**src/include/imuss_pkg.sv**
```systemverilog
/*
 * imuss_pkg: shared constants for the sample-stream link between the host
 * controller end and the sensor end: command bytes, data values, frame
 * markers and word counts.
 * Assumes both ends compile this package first and refer to it by scope.
 */
package imuss_pkg;
	// ********************************************************
	// command and data bytes
	// ********************************************************
	localparam logic [7:0] CMD_PAGE = 8'hFE;
	localparam logic [7:0] CMD_MODE = 8'h83;
	localparam logic [7:0] CMD_UART_CTRL = 8'h88;
	localparam logic [7:0] CMD_OUT_SEL_LO = 8'h8C;
	localparam logic [7:0] CMD_OUT_SEL_HI = 8'h8D;
	localparam logic [7:0] CMD_OUT_WIDTH = 8'h8F;
	localparam logic [7:0] HDR_BYTE = 8'h80;
	localparam logic [7:0] BURST_DATA = 8'h00;
	localparam logic [7:0] TERM_BYTE = 8'h0D;
	localparam logic [7:0] MODE_SAMPLE = 8'h01;
	localparam logic [7:0] MODE_CONFIG = 8'h02;
	localparam logic [7:0] SEL_LO_VAL = 8'h06;
	localparam logic [7:0] SEL_HI_VAL = 8'hF0;
	localparam logic [7:0] WIDTH_16 = 8'h00;
	localparam logic [7:0] WIDTH_32 = 8'h70;
	localparam logic [7:0] PAGE_0 = 8'h00;
	localparam logic [7:0] PAGE_1 = 8'h01;
	localparam logic [7:0] AUTO_ON = 8'h01;
	localparam logic [7:0] AUTO_OFF = 8'h00;
	// ********************************************************
	// field positions
	// ********************************************************
	// select low byte: bit1 counter, bit2 general io, bit0 check value
	localparam int SEL_CHECK_BIT = 0;
	localparam int SEL_COUNT_BIT = 1;
	localparam int SEL_GPIO_BIT = 2;
	// select high byte: bit7 flag, bit6 temp, bit5 rate, bit4 accel
	localparam int SEL_FLAG_BIT = 7;
	localparam int SEL_TEMP_BIT = 6;
	localparam int SEL_RATE_BIT = 5;
	localparam int SEL_ACCEL_BIT = 4;
	localparam int UART_AUTO_BIT = 0;
	// width byte bit 6 alone selects 32-bit temp, rate and accel together
	localparam int WIDTH_TEMP_BIT = 6;
	// ********************************************************
	// frame layout: flag,temp,xr,yr,zr,xa,ya,za,gpio,count
	// ********************************************************
	localparam int NUM_FIELDS = 10;
	localparam int FIELD_W = 4;
	localparam logic [3:0] F_FLAG = 4'h0;
	localparam logic [3:0] F_TEMP = 4'h1;
	localparam logic [3:0] F_ACCEL_Z = 4'h7;
	localparam logic [3:0] F_GPIO = 4'h8;
	localparam logic [3:0] F_COUNT = 4'h9;
	localparam logic [7:0] SEL_RESET = 8'h00;
	localparam logic [7:0] WIDTH_RESET = 8'h00;
	// cycles between samples offered by the sensor end
	localparam int SAMPLE_PERIOD = 64;
endpackage

```
**src/include/imuss_if.sv**
```systemverilog
/*
 * imuss_if: byte link between host controller and sensor end.
 * Assumes single clock mclk; each byte is a one-cycle valid strobe, which
 * stands in for the serial line with its framing left out.
 */
`timescale 1ns/10ps
`default_nettype none
interface imuss_if (
	input wire logic mclk
);
	logic [7:0] tx_byte;
	logic tx_valid;
	logic [7:0] rx_byte;
	logic rx_valid;
	logic data_ready;
	modport host (
		input mclk,
		output tx_byte,
		output tx_valid,
		input rx_byte,
		input rx_valid,
		input data_ready
	);
	modport device (
		input mclk,
		input tx_byte,
		input tx_valid,
		output rx_byte,
		output rx_valid,
		output data_ready
	);
endinterface
`default_nettype wire

```
**src/imuss_device.sv**
```systemverilog
/*
 * imuss_device: sensor end of the sample stream. Decodes three-byte
 * write commands, holds the output configuration, and sends sample frames
 * automatically or on a burst request after data ready.
 * Assumes the host keeps command order; sample data arrives as plain
 * words on user ports, one 32-bit value per field.
 */
`timescale 1ns/10ps
`default_nettype none
module imuss_device (
	input wire logic rst,
	input wire logic clk_en,
	imuss_if.device link,
	input wire logic [31:0] sample_word [imuss_pkg::NUM_FIELDS],
	output logic sampling,
	output logic [7:0] out_sel_lo,
	output logic [7:0] out_sel_hi,
	output logic [7:0] out_width
);
	// ********************************************************
	// command receive
	// ********************************************************
	logic [7:0] cmd;
	logic [7:0] dat;
	logic [1:0] rx_idx;
	logic page;
	logic auto_mode;
	logic cmd_done;
	logic burst_req;
	logic [7:0] tx_b;
	logic tx_v;
	logic rdy;

	always_ff @(posedge link.mclk)
	begin
		if (rst)
		begin
			rx_idx <= 2'h0;
			cmd <= 8'h00;
			dat <= 8'h00;
		end
		else if (clk_en && link.tx_valid)
		begin
			// three bytes: command, one data byte, terminator
			unique case (rx_idx)
				2'h0:
				begin
					cmd <= link.tx_byte;
					rx_idx <= 2'h1;
				end
				2'h1:
				begin
					dat <= link.tx_byte;
					rx_idx <= 2'h2;
				end
				default:
					rx_idx <= 2'h0;
			endcase
		end
	end

	// a frame whose third byte is not the terminator is dropped
	assign cmd_done = clk_en && link.tx_valid && rx_idx == 2'h2
		&& link.tx_byte == imuss_pkg::TERM_BYTE;
	assign burst_req = cmd_done && cmd == imuss_pkg::HDR_BYTE
		&& dat == imuss_pkg::BURST_DATA;

	// ********************************************************
	// configuration and mode
	// ********************************************************
	always_ff @(posedge link.mclk)
	begin
		if (rst)
		begin
			page <= 1'b0;
			auto_mode <= 1'b0;
			out_sel_lo <= imuss_pkg::SEL_RESET;
			out_sel_hi <= imuss_pkg::SEL_RESET;
			out_width <= imuss_pkg::WIDTH_RESET;
			sampling <= 1'b0;
		end
		else if (cmd_done)
		begin
			if (cmd == imuss_pkg::CMD_PAGE)
				page <= dat[0];
			else if (page && !sampling)
			begin
				// output settings live on page one only
				if (cmd == imuss_pkg::CMD_OUT_SEL_LO)
					out_sel_lo <= dat;
				if (cmd == imuss_pkg::CMD_OUT_SEL_HI)
					out_sel_hi <= dat;
				if (cmd == imuss_pkg::CMD_OUT_WIDTH)
					out_width <= dat;
				if (cmd == imuss_pkg::CMD_UART_CTRL)
					auto_mode <= dat[imuss_pkg::UART_AUTO_BIT];
			end
			else if (!page && cmd == imuss_pkg::CMD_MODE)
			begin
				if (dat == imuss_pkg::MODE_SAMPLE)
					sampling <= 1'b1;
				else if (dat == imuss_pkg::MODE_CONFIG)
					sampling <= 1'b0;
			end
		end
	end

	// ********************************************************
	// sample timing and data ready
	// ********************************************************
	logic [6:0] tick;
	logic sample_due;
	logic busy;
	assign sample_due = tick == 7'(imuss_pkg::SAMPLE_PERIOD - 1);

	always_ff @(posedge link.mclk)
	begin
		if (rst || !sampling)
			tick <= 7'h00;
		else if (clk_en)
			tick <= sample_due ? 7'h00 : 7'(tick + 7'h01);
	end

	always_ff @(posedge link.mclk)
	begin
		if (rst || !sampling)
			rdy <= 1'b0;
		else if (clk_en)
		begin
			// ready drops once a frame is taken, so one burst per sample
			if (sample_due)
				rdy <= 1'b1;
			else if (busy)
				rdy <= 1'b0;
		end
	end

	// ********************************************************
	// frame transmit
	// ********************************************************
	function automatic logic field_on(input logic [3:0] f,
		input logic [7:0] lo, input logic [7:0] hi);
		logic on;
		on = 1'b0;
		if (f == imuss_pkg::F_FLAG)
			on = hi[imuss_pkg::SEL_FLAG_BIT];
		else if (f == imuss_pkg::F_TEMP)
			on = hi[imuss_pkg::SEL_TEMP_BIT];
		else if (f <= 4'h4)
			on = hi[imuss_pkg::SEL_RATE_BIT];
		else if (f <= imuss_pkg::F_ACCEL_Z)
			on = hi[imuss_pkg::SEL_ACCEL_BIT];
		else if (f == imuss_pkg::F_GPIO)
			on = lo[imuss_pkg::SEL_GPIO_BIT];
		else if (f == imuss_pkg::F_COUNT)
			on = lo[imuss_pkg::SEL_COUNT_BIT];
		return on;
	endfunction

	function automatic logic field_wide(input logic [3:0] f,
		input logic [7:0] w);
		logic wide;
		wide = 1'b0;
		if (f >= imuss_pkg::F_TEMP && f <= imuss_pkg::F_ACCEL_Z)
			wide = w[imuss_pkg::WIDTH_TEMP_BIT];
		return wide;
	endfunction

	typedef enum logic [1:0] {
		IMUSS_IDLE = 2'b00,
		IMUSS_HDR = 2'b01,
		IMUSS_DATA = 2'b11,
		IMUSS_TERM = 2'b10
	} imuss_tx_t;
	imuss_tx_t st;
	logic [3:0] fld;
	logic [1:0] bsel;
	logic [31:0] cur;
	logic last_byte;
	assign busy = st != IMUSS_IDLE;
	assign cur = sample_word[fld];
	// two bytes per word, four for a wide field
	assign last_byte = bsel == (field_wide(fld, out_width) ? 2'h3 : 2'h1);

	always_ff @(posedge link.mclk)
	begin
		if (rst)
		begin
			st <= IMUSS_IDLE;
			fld <= 4'h0;
			bsel <= 2'h0;
			tx_b <= 8'h00;
			tx_v <= 1'b0;
		end
		else if (clk_en)
		begin
			tx_v <= 1'b0;
			unique case (st)
				IMUSS_IDLE:
				begin
					// auto sends each sample manual waits
					if (sampling && (auto_mode ? sample_due : rdy && burst_req))
						st <= IMUSS_HDR;
				end
				IMUSS_HDR:
				begin
					tx_b <= imuss_pkg::HDR_BYTE;
					tx_v <= 1'b1;
					fld <= 4'h0;
					bsel <= 2'h0;
					st <= IMUSS_DATA;
				end
				IMUSS_DATA:
				begin
					// disabled fields are skipped in fixed order
					if (!field_on(fld, out_sel_lo, out_sel_hi))
						bsel <= 2'h0;
					else
					begin
						tx_b <= cur[8'(5'd31 - {bsel, 3'd0}) -: 8];
						tx_v <= 1'b1;
						bsel <= 2'(bsel + 2'h1);
					end
					if (!field_on(fld, out_sel_lo, out_sel_hi) || last_byte)
					begin
						bsel <= 2'h0;
						if (fld == imuss_pkg::F_COUNT)
							st <= IMUSS_TERM;
						else
							fld <= 4'(fld + 4'h1);
					end
				end
				IMUSS_TERM:
				begin
					tx_b <= imuss_pkg::TERM_BYTE;
					tx_v <= 1'b1;
					st <= IMUSS_IDLE;
				end
			endcase
		end
	end

	assign link.rx_byte = tx_b;
	assign link.rx_valid = tx_v;
	assign link.data_ready = rdy;
endmodule
`default_nettype wire

```
**src/flat_wrapper.sv**
```systemverilog
// flat-port wrapper written by rule: the top's interface ports become plain ports
module imuss_device_flat 
  (rst, clk_en, sample_word, sampling, out_sel_lo, out_sel_hi, out_width, mclk, link_tx_byte, link_tx_valid, link_rx_byte, link_rx_valid, link_data_ready);
  imuss_if link_i (.mclk(mclk));
  input wire logic rst;
  input wire logic clk_en;
  input wire logic [31:0] sample_word[imuss_pkg::NUM_FIELDS];
  output logic sampling;
  output logic [7:0] out_sel_lo;
  output logic [7:0] out_sel_hi;
  output logic [7:0] out_width;
  input wire logic mclk;
  input wire logic [$bits(link_i.tx_byte)-1:0] link_tx_byte;
  input wire logic [$bits(link_i.tx_valid)-1:0] link_tx_valid;
  output wire logic [$bits(link_i.rx_byte)-1:0] link_rx_byte;
  output wire logic [$bits(link_i.rx_valid)-1:0] link_rx_valid;
  output wire logic [$bits(link_i.data_ready)-1:0] link_data_ready;
  assign link_i.tx_byte = link_tx_byte;
  assign link_i.tx_valid = link_tx_valid;
  assign link_rx_byte = link_i.rx_byte;
  assign link_rx_valid = link_i.rx_valid;
  assign link_data_ready = link_i.data_ready;
  imuss_device u_core (.rst(rst), .clk_en(clk_en), .link(link_i), .sample_word(sample_word), .sampling(sampling), .out_sel_lo(out_sel_lo), .out_sel_hi(out_sel_hi), .out_width(out_width));
endmodule
```
**config.mk**
```make
export PLATFORM = sky130hd
export DESIGN_NAME = imuss_device_flat
export DESIGN_NICKNAME = d
export VERILOG_FILES = /design/src/include/imuss_pkg.sv /design/src/include/imuss_if.sv /design/src/imuss_device.sv /design/src/flat_wrapper.sv
export SDC_FILE = /design/constraint.sdc
export NUM_CORES = 1
export LEC_CHECK = 0
export ABC_AREA = 1
export BUFFER_PORTS_ARGS = -buffer_cell sky130_fd_sc_hd__buf_2
export CORE_AREA = 2 2 141 143
export CTS_CLUSTER_DIAMETER = 80
export DETAILED_ROUTE_END_ITERATION = 10
export DIE_AREA = 0 0 143 145
export PLACE_DENSITY = 0.65
export SLEW_MARGIN = 20
export SYNTH_ARGS = -nofsm -noshare
export SYNTH_HDL_FRONTEND = slang
export SYNTH_SLANG_ARGS = --single-unit
```
**constraint.sdc**
```tcl
create_clock -name mclk -period 2.9 [get_ports mclk]
set_input_delay 0.29 -clock mclk [delete_from_list [all_inputs] [get_ports mclk]]
set_output_delay 0.29 -clock mclk [all_outputs]
set_load 0.01 [all_outputs]
```
-- Word-level counts from Yosys, hierarchy flattened
Index checks and enable logic that the tools add are counted.
W data, S select, Z words.
- register bits after elaboration: 70
- input bits: 332
- output and inout port bits: 35
- word-level logic and storage cells: 126
- add/subtract/negate cells: 4
- order comparisons: 4
- eq/ne operators: 25
- shifts and indexed selects: 1
- muxes and demuxes: 35
- bitwise gates (word level): 3
- reduce and logical (&&, ||, !) cells: 38
- operators with widths (cell ; count):
    $bmux W32 S4 ; 1
    $mux W32 ; 2
    $eq A8 B8 Y1 const B ; 7
    $shiftx A39 B9 Y8 ; 1
    $pmux W8 S3 ; 1
    $reduce_and A4 Y1 ; 6
    $mux W1 ; 16
    $mux W2 ; 6
    $logic_and A1 B1 Y1 ; 10
    $reduce_and A2 Y1 ; 5
    $eq A4 B4 Y1 const B ; 2
    $eq A8 B1 Y1 const B ; 1
    $eq A8 B2 Y1 const B ; 1
    $eq A8 B4 Y1 const B ; 1
    $le A4 B3 Y1 const B ; 2
    $logic_not A8 Y1 ; 1
    $mux W4 ; 2
    $mux W8 ; 1
    $ne A2 B1 Y1 const B ; 4
    $pmux W2 S2 ; 2
    $pmux W2 S4 ; 1
    $pmux W4 S2 ; 1
    $reduce_bool A2 Y1 ; 4
    $add A7 B1 Y7 const B ; 1
    23 further kinds ; 31

-- Logic depth before layout (Yosys ltp)
- depth after elaboration: 14
- gate-level depth with buffers: 15
- mapped depth without buffers: 13

-- Least setup slack after synthesis
Ideal clock, no wire load.
- kind: register to register
- start point: register u_core.fld[1]
- end point: register u_core.tx_b[1], in the netlist u_core.link.rx_byte[1]
- library setup time: 0.070 ns
- data arrival time: 1.884 ns
- data required time: 2.830 ns
- slack: 0.946 ns
- stages on the path, launching flop included: 14
- period minus slack after synthesis: 1.954 ns
- cell sequence: dfxtp_1 inv_2 buf_4 buf_2 ha_1 inv_1 nor2_1 o21ai_0 nand2_1 nand2_2 nand3_1 nor2_1 nand3_1 a21oi_1
- longest elaborated chain between the ends: 12
- elaborated cells on any way between the ends: 24
- those cells by class: 2 x order compare; 4 x eq/ne; 1 x shift; 14 x mux; 1 x bitwise; 2 x reduce/logical
- ends and longest elaborated chain (item ; line ; text):
    from (decl) ; imuss_device.sv:176 ; logic [3:0] fld;
    from (signal assigned) ; imuss_device.sv:230 ; fld <= 4'(fld + 4'h1);
    branches (longest 12 deep; another with $shiftx A39 B9 Y8) ; n/a ;
    to (signal assigned) ; imuss_device.sv:207 ; tx_b <= imuss_pkg::HDR_BYTE;
    to (signal assigned) ; imuss_device.sv:220 ; tx_b <= cur[8'(5'd31 - {bsel, 3'd0}) -: 8];
    to (signal assigned) ; imuss_device.sv:235 ; tx_b <= imuss_pkg::TERM_BYTE;
    to (decl) ; imuss_device.sv:30 ; logic [7:0] tx_b;
Several ways; the timed one is not identified. The select of a mux whose other input is x is not followed.
A chain may end at the register's enable or synchronous reset.

-- Final worst setup path
Ends and elaborated chain as after synthesis.

==> impl_metrics.py <==
metrics = {
    "cts": {
        "root_buffer": "clkbuf_16",
        "cts_max_level": 3,
        "post_cts_buffers": 0,
        "hold_buffers": 0,
        "cts_buffers": 9,
        "clk_latency_ns": 0.33,
        "clk_pin_slew_ns": 0.06,
        "cts_buffer_depth": 2,
        "cts_tree": "built",
        "clock-sinks": 70,
        "cts_resized": 0,
    },
    "floorplanning": {
        "die_area_um2": 20700,
        "start_util_pct": 35.1,
        "coreArea_um2": 19200,
        "dieHeight_um": 145,
        "rows": 51,
        "io_pins": 367,
        "die-width_um": 143,
    },
    "yosys": {
        "synth_xor_xnor_area_share_pct": 0.650,
        "ys_seq_area_share_pct": 20.8,
        "synth_area_per_cell_um2": 5.27,
        "postSynthNetCount": 1621,
        "yosysTopAreaCellShare_pct": 28.4,
        "synthMuxAreaShare_pct": 0,
        "synth_compound_area_share_pct": 17.4,
        "netlist_instances": 1279,
        "synthArstFlopShare_pct": 0,
        "ys_top_cells_by_area": "nand2_1 28%, dfxtp_1 21%, nor2_1 8.2%",
        "synth_top_family_by_area": "simple AND/OR/NAND/NOR gates",
        "synthSimpleGateAreaFrac_pct": 46.0,
        "yosysWarnings": 0,
        "yosysTopAreaCell": "nand2_1",
        "ys.flop_type": "dfxtp_1",
        "synth-adder-area-share_pct": 1.86,
        "ys_seq_elements": 70,
        "synth_edf_count": 0,
        "synth.distinct_cells": 34,
        "synth_area_um2": 6740,
    },
    "final_layout": {
        "final_nets": 1937,
        "postLayoutCellArea_um2": 8920,
        "final-instance-count-excl-fill": 1880,
        "drive_above_1_share_pct": 26.1,
        "areaGrowthSynthToFinish_pct": 32.4,
    },
    "pwr": {
        "p_leak_nw": 4.89,
        "pwr-share-comb_pct": 19.6,
        "power_density_nw_per_um2": 280,
        "p_switching_mw": 0.680,
        "seq_power_share_pct": 39.5,
        "vdd_drop_max_v": 0.000310,
        "p_clk_share_pct": 40.9,
        "switching_share_pct": 27.2,
        "p_int_mw": 1.82,
    },
    "timing": {
        "rsz0062_at_grt": "no",
        "finalSetupViolCount": 0,
        "slew_violations": 0,
        "final-hold-violation-count": 0,
        "max_freq_mhz": 417,
        "post-route-period-util_pct": 82.8,
        "worst_pin_slew_ns": 0.730,
        "period_minus_slack_ns": 2.40,
        "fin_tns_setup_ns": 0,
        "fin_skew_ns": 0.00622,
        "maxSlewHeadroom_pct": 51.2,
    },
    "drt": {
        "dr.pass1.iters": 5,
        "drc": 0,
        "via_count": 9158,
        "routedWlPerCell_um": 16.0,
        "viasPerCell": 4.87,
        "ant_nets": 0,
        "wirelength_um": 30100,
        "drt_iter0_drc": 520,
    },
    "setup_path": {
        "crit_top_cell": "nand2_1",
        "crit_path_start_kind": "register",
        "crit_buf_inv": 2,
        "critPathKind": "register to register",
        "cp-end-kind": "register",
        "cp_max_fo": 44,
        "worstRegToRegCells": 10,
        "path_cells": "inv_2 -> buf_4 -> o21ai_0 -> o21ai_0 -> nand2_1 -> nand3_1 -> nand2_1 -> nand2_1 -> nand3_1 -> a21oi_1",
        "cp_slowest_cell": "buf_4",
        "max_stage_delay_ns": 0.46,
        "critPathArrivalTime_ns": 2.66,
        "critPathTopFamily": "buffers and inverters",
        "cp_num_cells": 10,
        "worstPathRequired_ns": 3.16,
    },
    "grt": {
        "grt_pass1_wl_um": 45500,
        "first_global_vias": 8742,
        "grtUsageTotal_pct": 27.8,
        "grt_start_max_net_pins": 129,
        "overflow": 0,
        "antenna_found_initial": 14,
    },
    "placed_design": {
        "port_buffers": 366,
        "gp_congestion": 0.996,
        "postPlaceCellArea_um2": 8610,
        "dp_hpwl_um": 24000,
        "dp.cells": 1849,
    },
    "worst_hold_path": {
        "hold_depth": 3,
        "holdCritPathClass": "primary input to register",
    },
    "outcome": {
        "status": "finished clean",
    },
    "run": {
        "cap_violations": 0,
    },
}
[path summary, 6_finish.rpt]
path                         from                      to  slack [ns]
setup reg to reg    u_core.fld[1]  u_core.link.rx_byte[1]        0.50
setup / recovery    u_core.fld[1]  u_core.link.rx_byte[1]        0.50
hold reg to reg    u_core.tick[6]          u_core.tick[6]        0.46
hold / removal    link_tx_byte[0]           u_core.cmd[0]        0.22
[layer usage]
| metal | track usage, % | part of all wire (%) |
|---|---|---|
| met1 | 34.0 | 41 |
| met2 | 45.4 | 47 |
| met3 | 6.96 | 8.3 |
| met4 | 13.4 | 4.3 |
| met5 | 0 | 0 |
[through the flow]
step	setup slack, ns	power [mW]	hold WS [ns]	util, %
5_1_grt	0.213	2.62	0.237	46.4
3_5_place_dp	0.487	1.49	0.436	44.8
3_3_place_gp	0.502	1.49	0.432	44.8
2_1_floorplan	0.946	1.19	0.368	-
6_report	0.500	2.50	0.221	46.5
4_1_cts	0.480	2.51	0.210	46.3
[tightest hold or removal path, stage by stage]
cell    delay, ns
buf_2        0.10
nor2_1       0.05
nor2_1       0.08
[final cells by class]
type / count / area (um^2)
Sequential cell: 70 / 1410
Clock buffer: 11 / 243
Antenna cell: 15 / 37.5
Clock inverter: 5 / 33.8
Fill cell: 2176 / 10300
Tap cell: 265 / 332
Multi-Input combinational cell: 1011 / 4450
Timing Repair Buffer: 380 / 1960
Inverter: 123 / 464
[power groups by stage]
| stage | sequential (mW) | combinational, mW | clock (mW) |
|---|---|---|---|
| after floorplan | 1.00 | 0.188 | 0 |
| after global placement | 1.01 | 0.484 | 0 |
| after detailed placement | 1.01 | 0.484 | 0 |
| after CTS | 0.986 | 0.487 | 1.04 |
| after global routing | 0.987 | 0.547 | 1.09 |
| final | 0.987 | 0.489 | 1.02 |
[logic make-up (layout without fill, tap and decap cells)]
logic type | Yosys count | after routing
DFF | 70 | 70
and+or+nand+nor | 771 | 771
other | 0 | 15
xor gates and xnor gates | 5 | 5
AOI/OAI and AO/OA | 225 | 225
adders and majority gates | 10 | 10
buffers and inverters | 198 | 519
[registers in the layout (all words and copies together) (netlist names), 2 cells and up]
name and flops:
u_core.tick 7, u_core.out_sel_lo 8, u_core.cmd 8, u_core.out_sel_hi 8, u_core.dat 8, u_core.link.rx_byte 8
u_core.st 2, u_core.rx_idx 2, u_core.out_width 8, u_core.fld 4, u_core.bsel 2
[Yosys cell counts (2+ instances only)]
master      n
buf_2      33
dfxtp_1    70
o21ai_1    24
clkinv_1    2
nand4_1     7
nor4_1      3
buf_6       7
o21ai_0   100
nor2_1    148
inv_1     116
nand3_1    87
nand3_2     2
a211oi_1    3
clkbuf_1   17
xor2_1      4
nand2_1   509
ha_1       10
a21oi_2     4
nor3_1      8
buf_4      16
nor2_4      3
a21oi_1    90
inv_2       5
[placed cells by master, fill, tap and decap left out, drive strengths merged]
cell type	count
nand2	511
buf	380
nor2	152
o21ai	125
inv	122
a21oi	94
nand3	90
dfxtp	70
diode	15
clkbuf	11
ha	10
nor3	8
nand4	7
xor2	4
clkinv	4
nor4	3
a211oi	3
clkinvlp	2
a311oi	1
o21bai	1
o2111ai	1
xnor2	1
No activity file was read; power rests on OpenSTA's default activity.
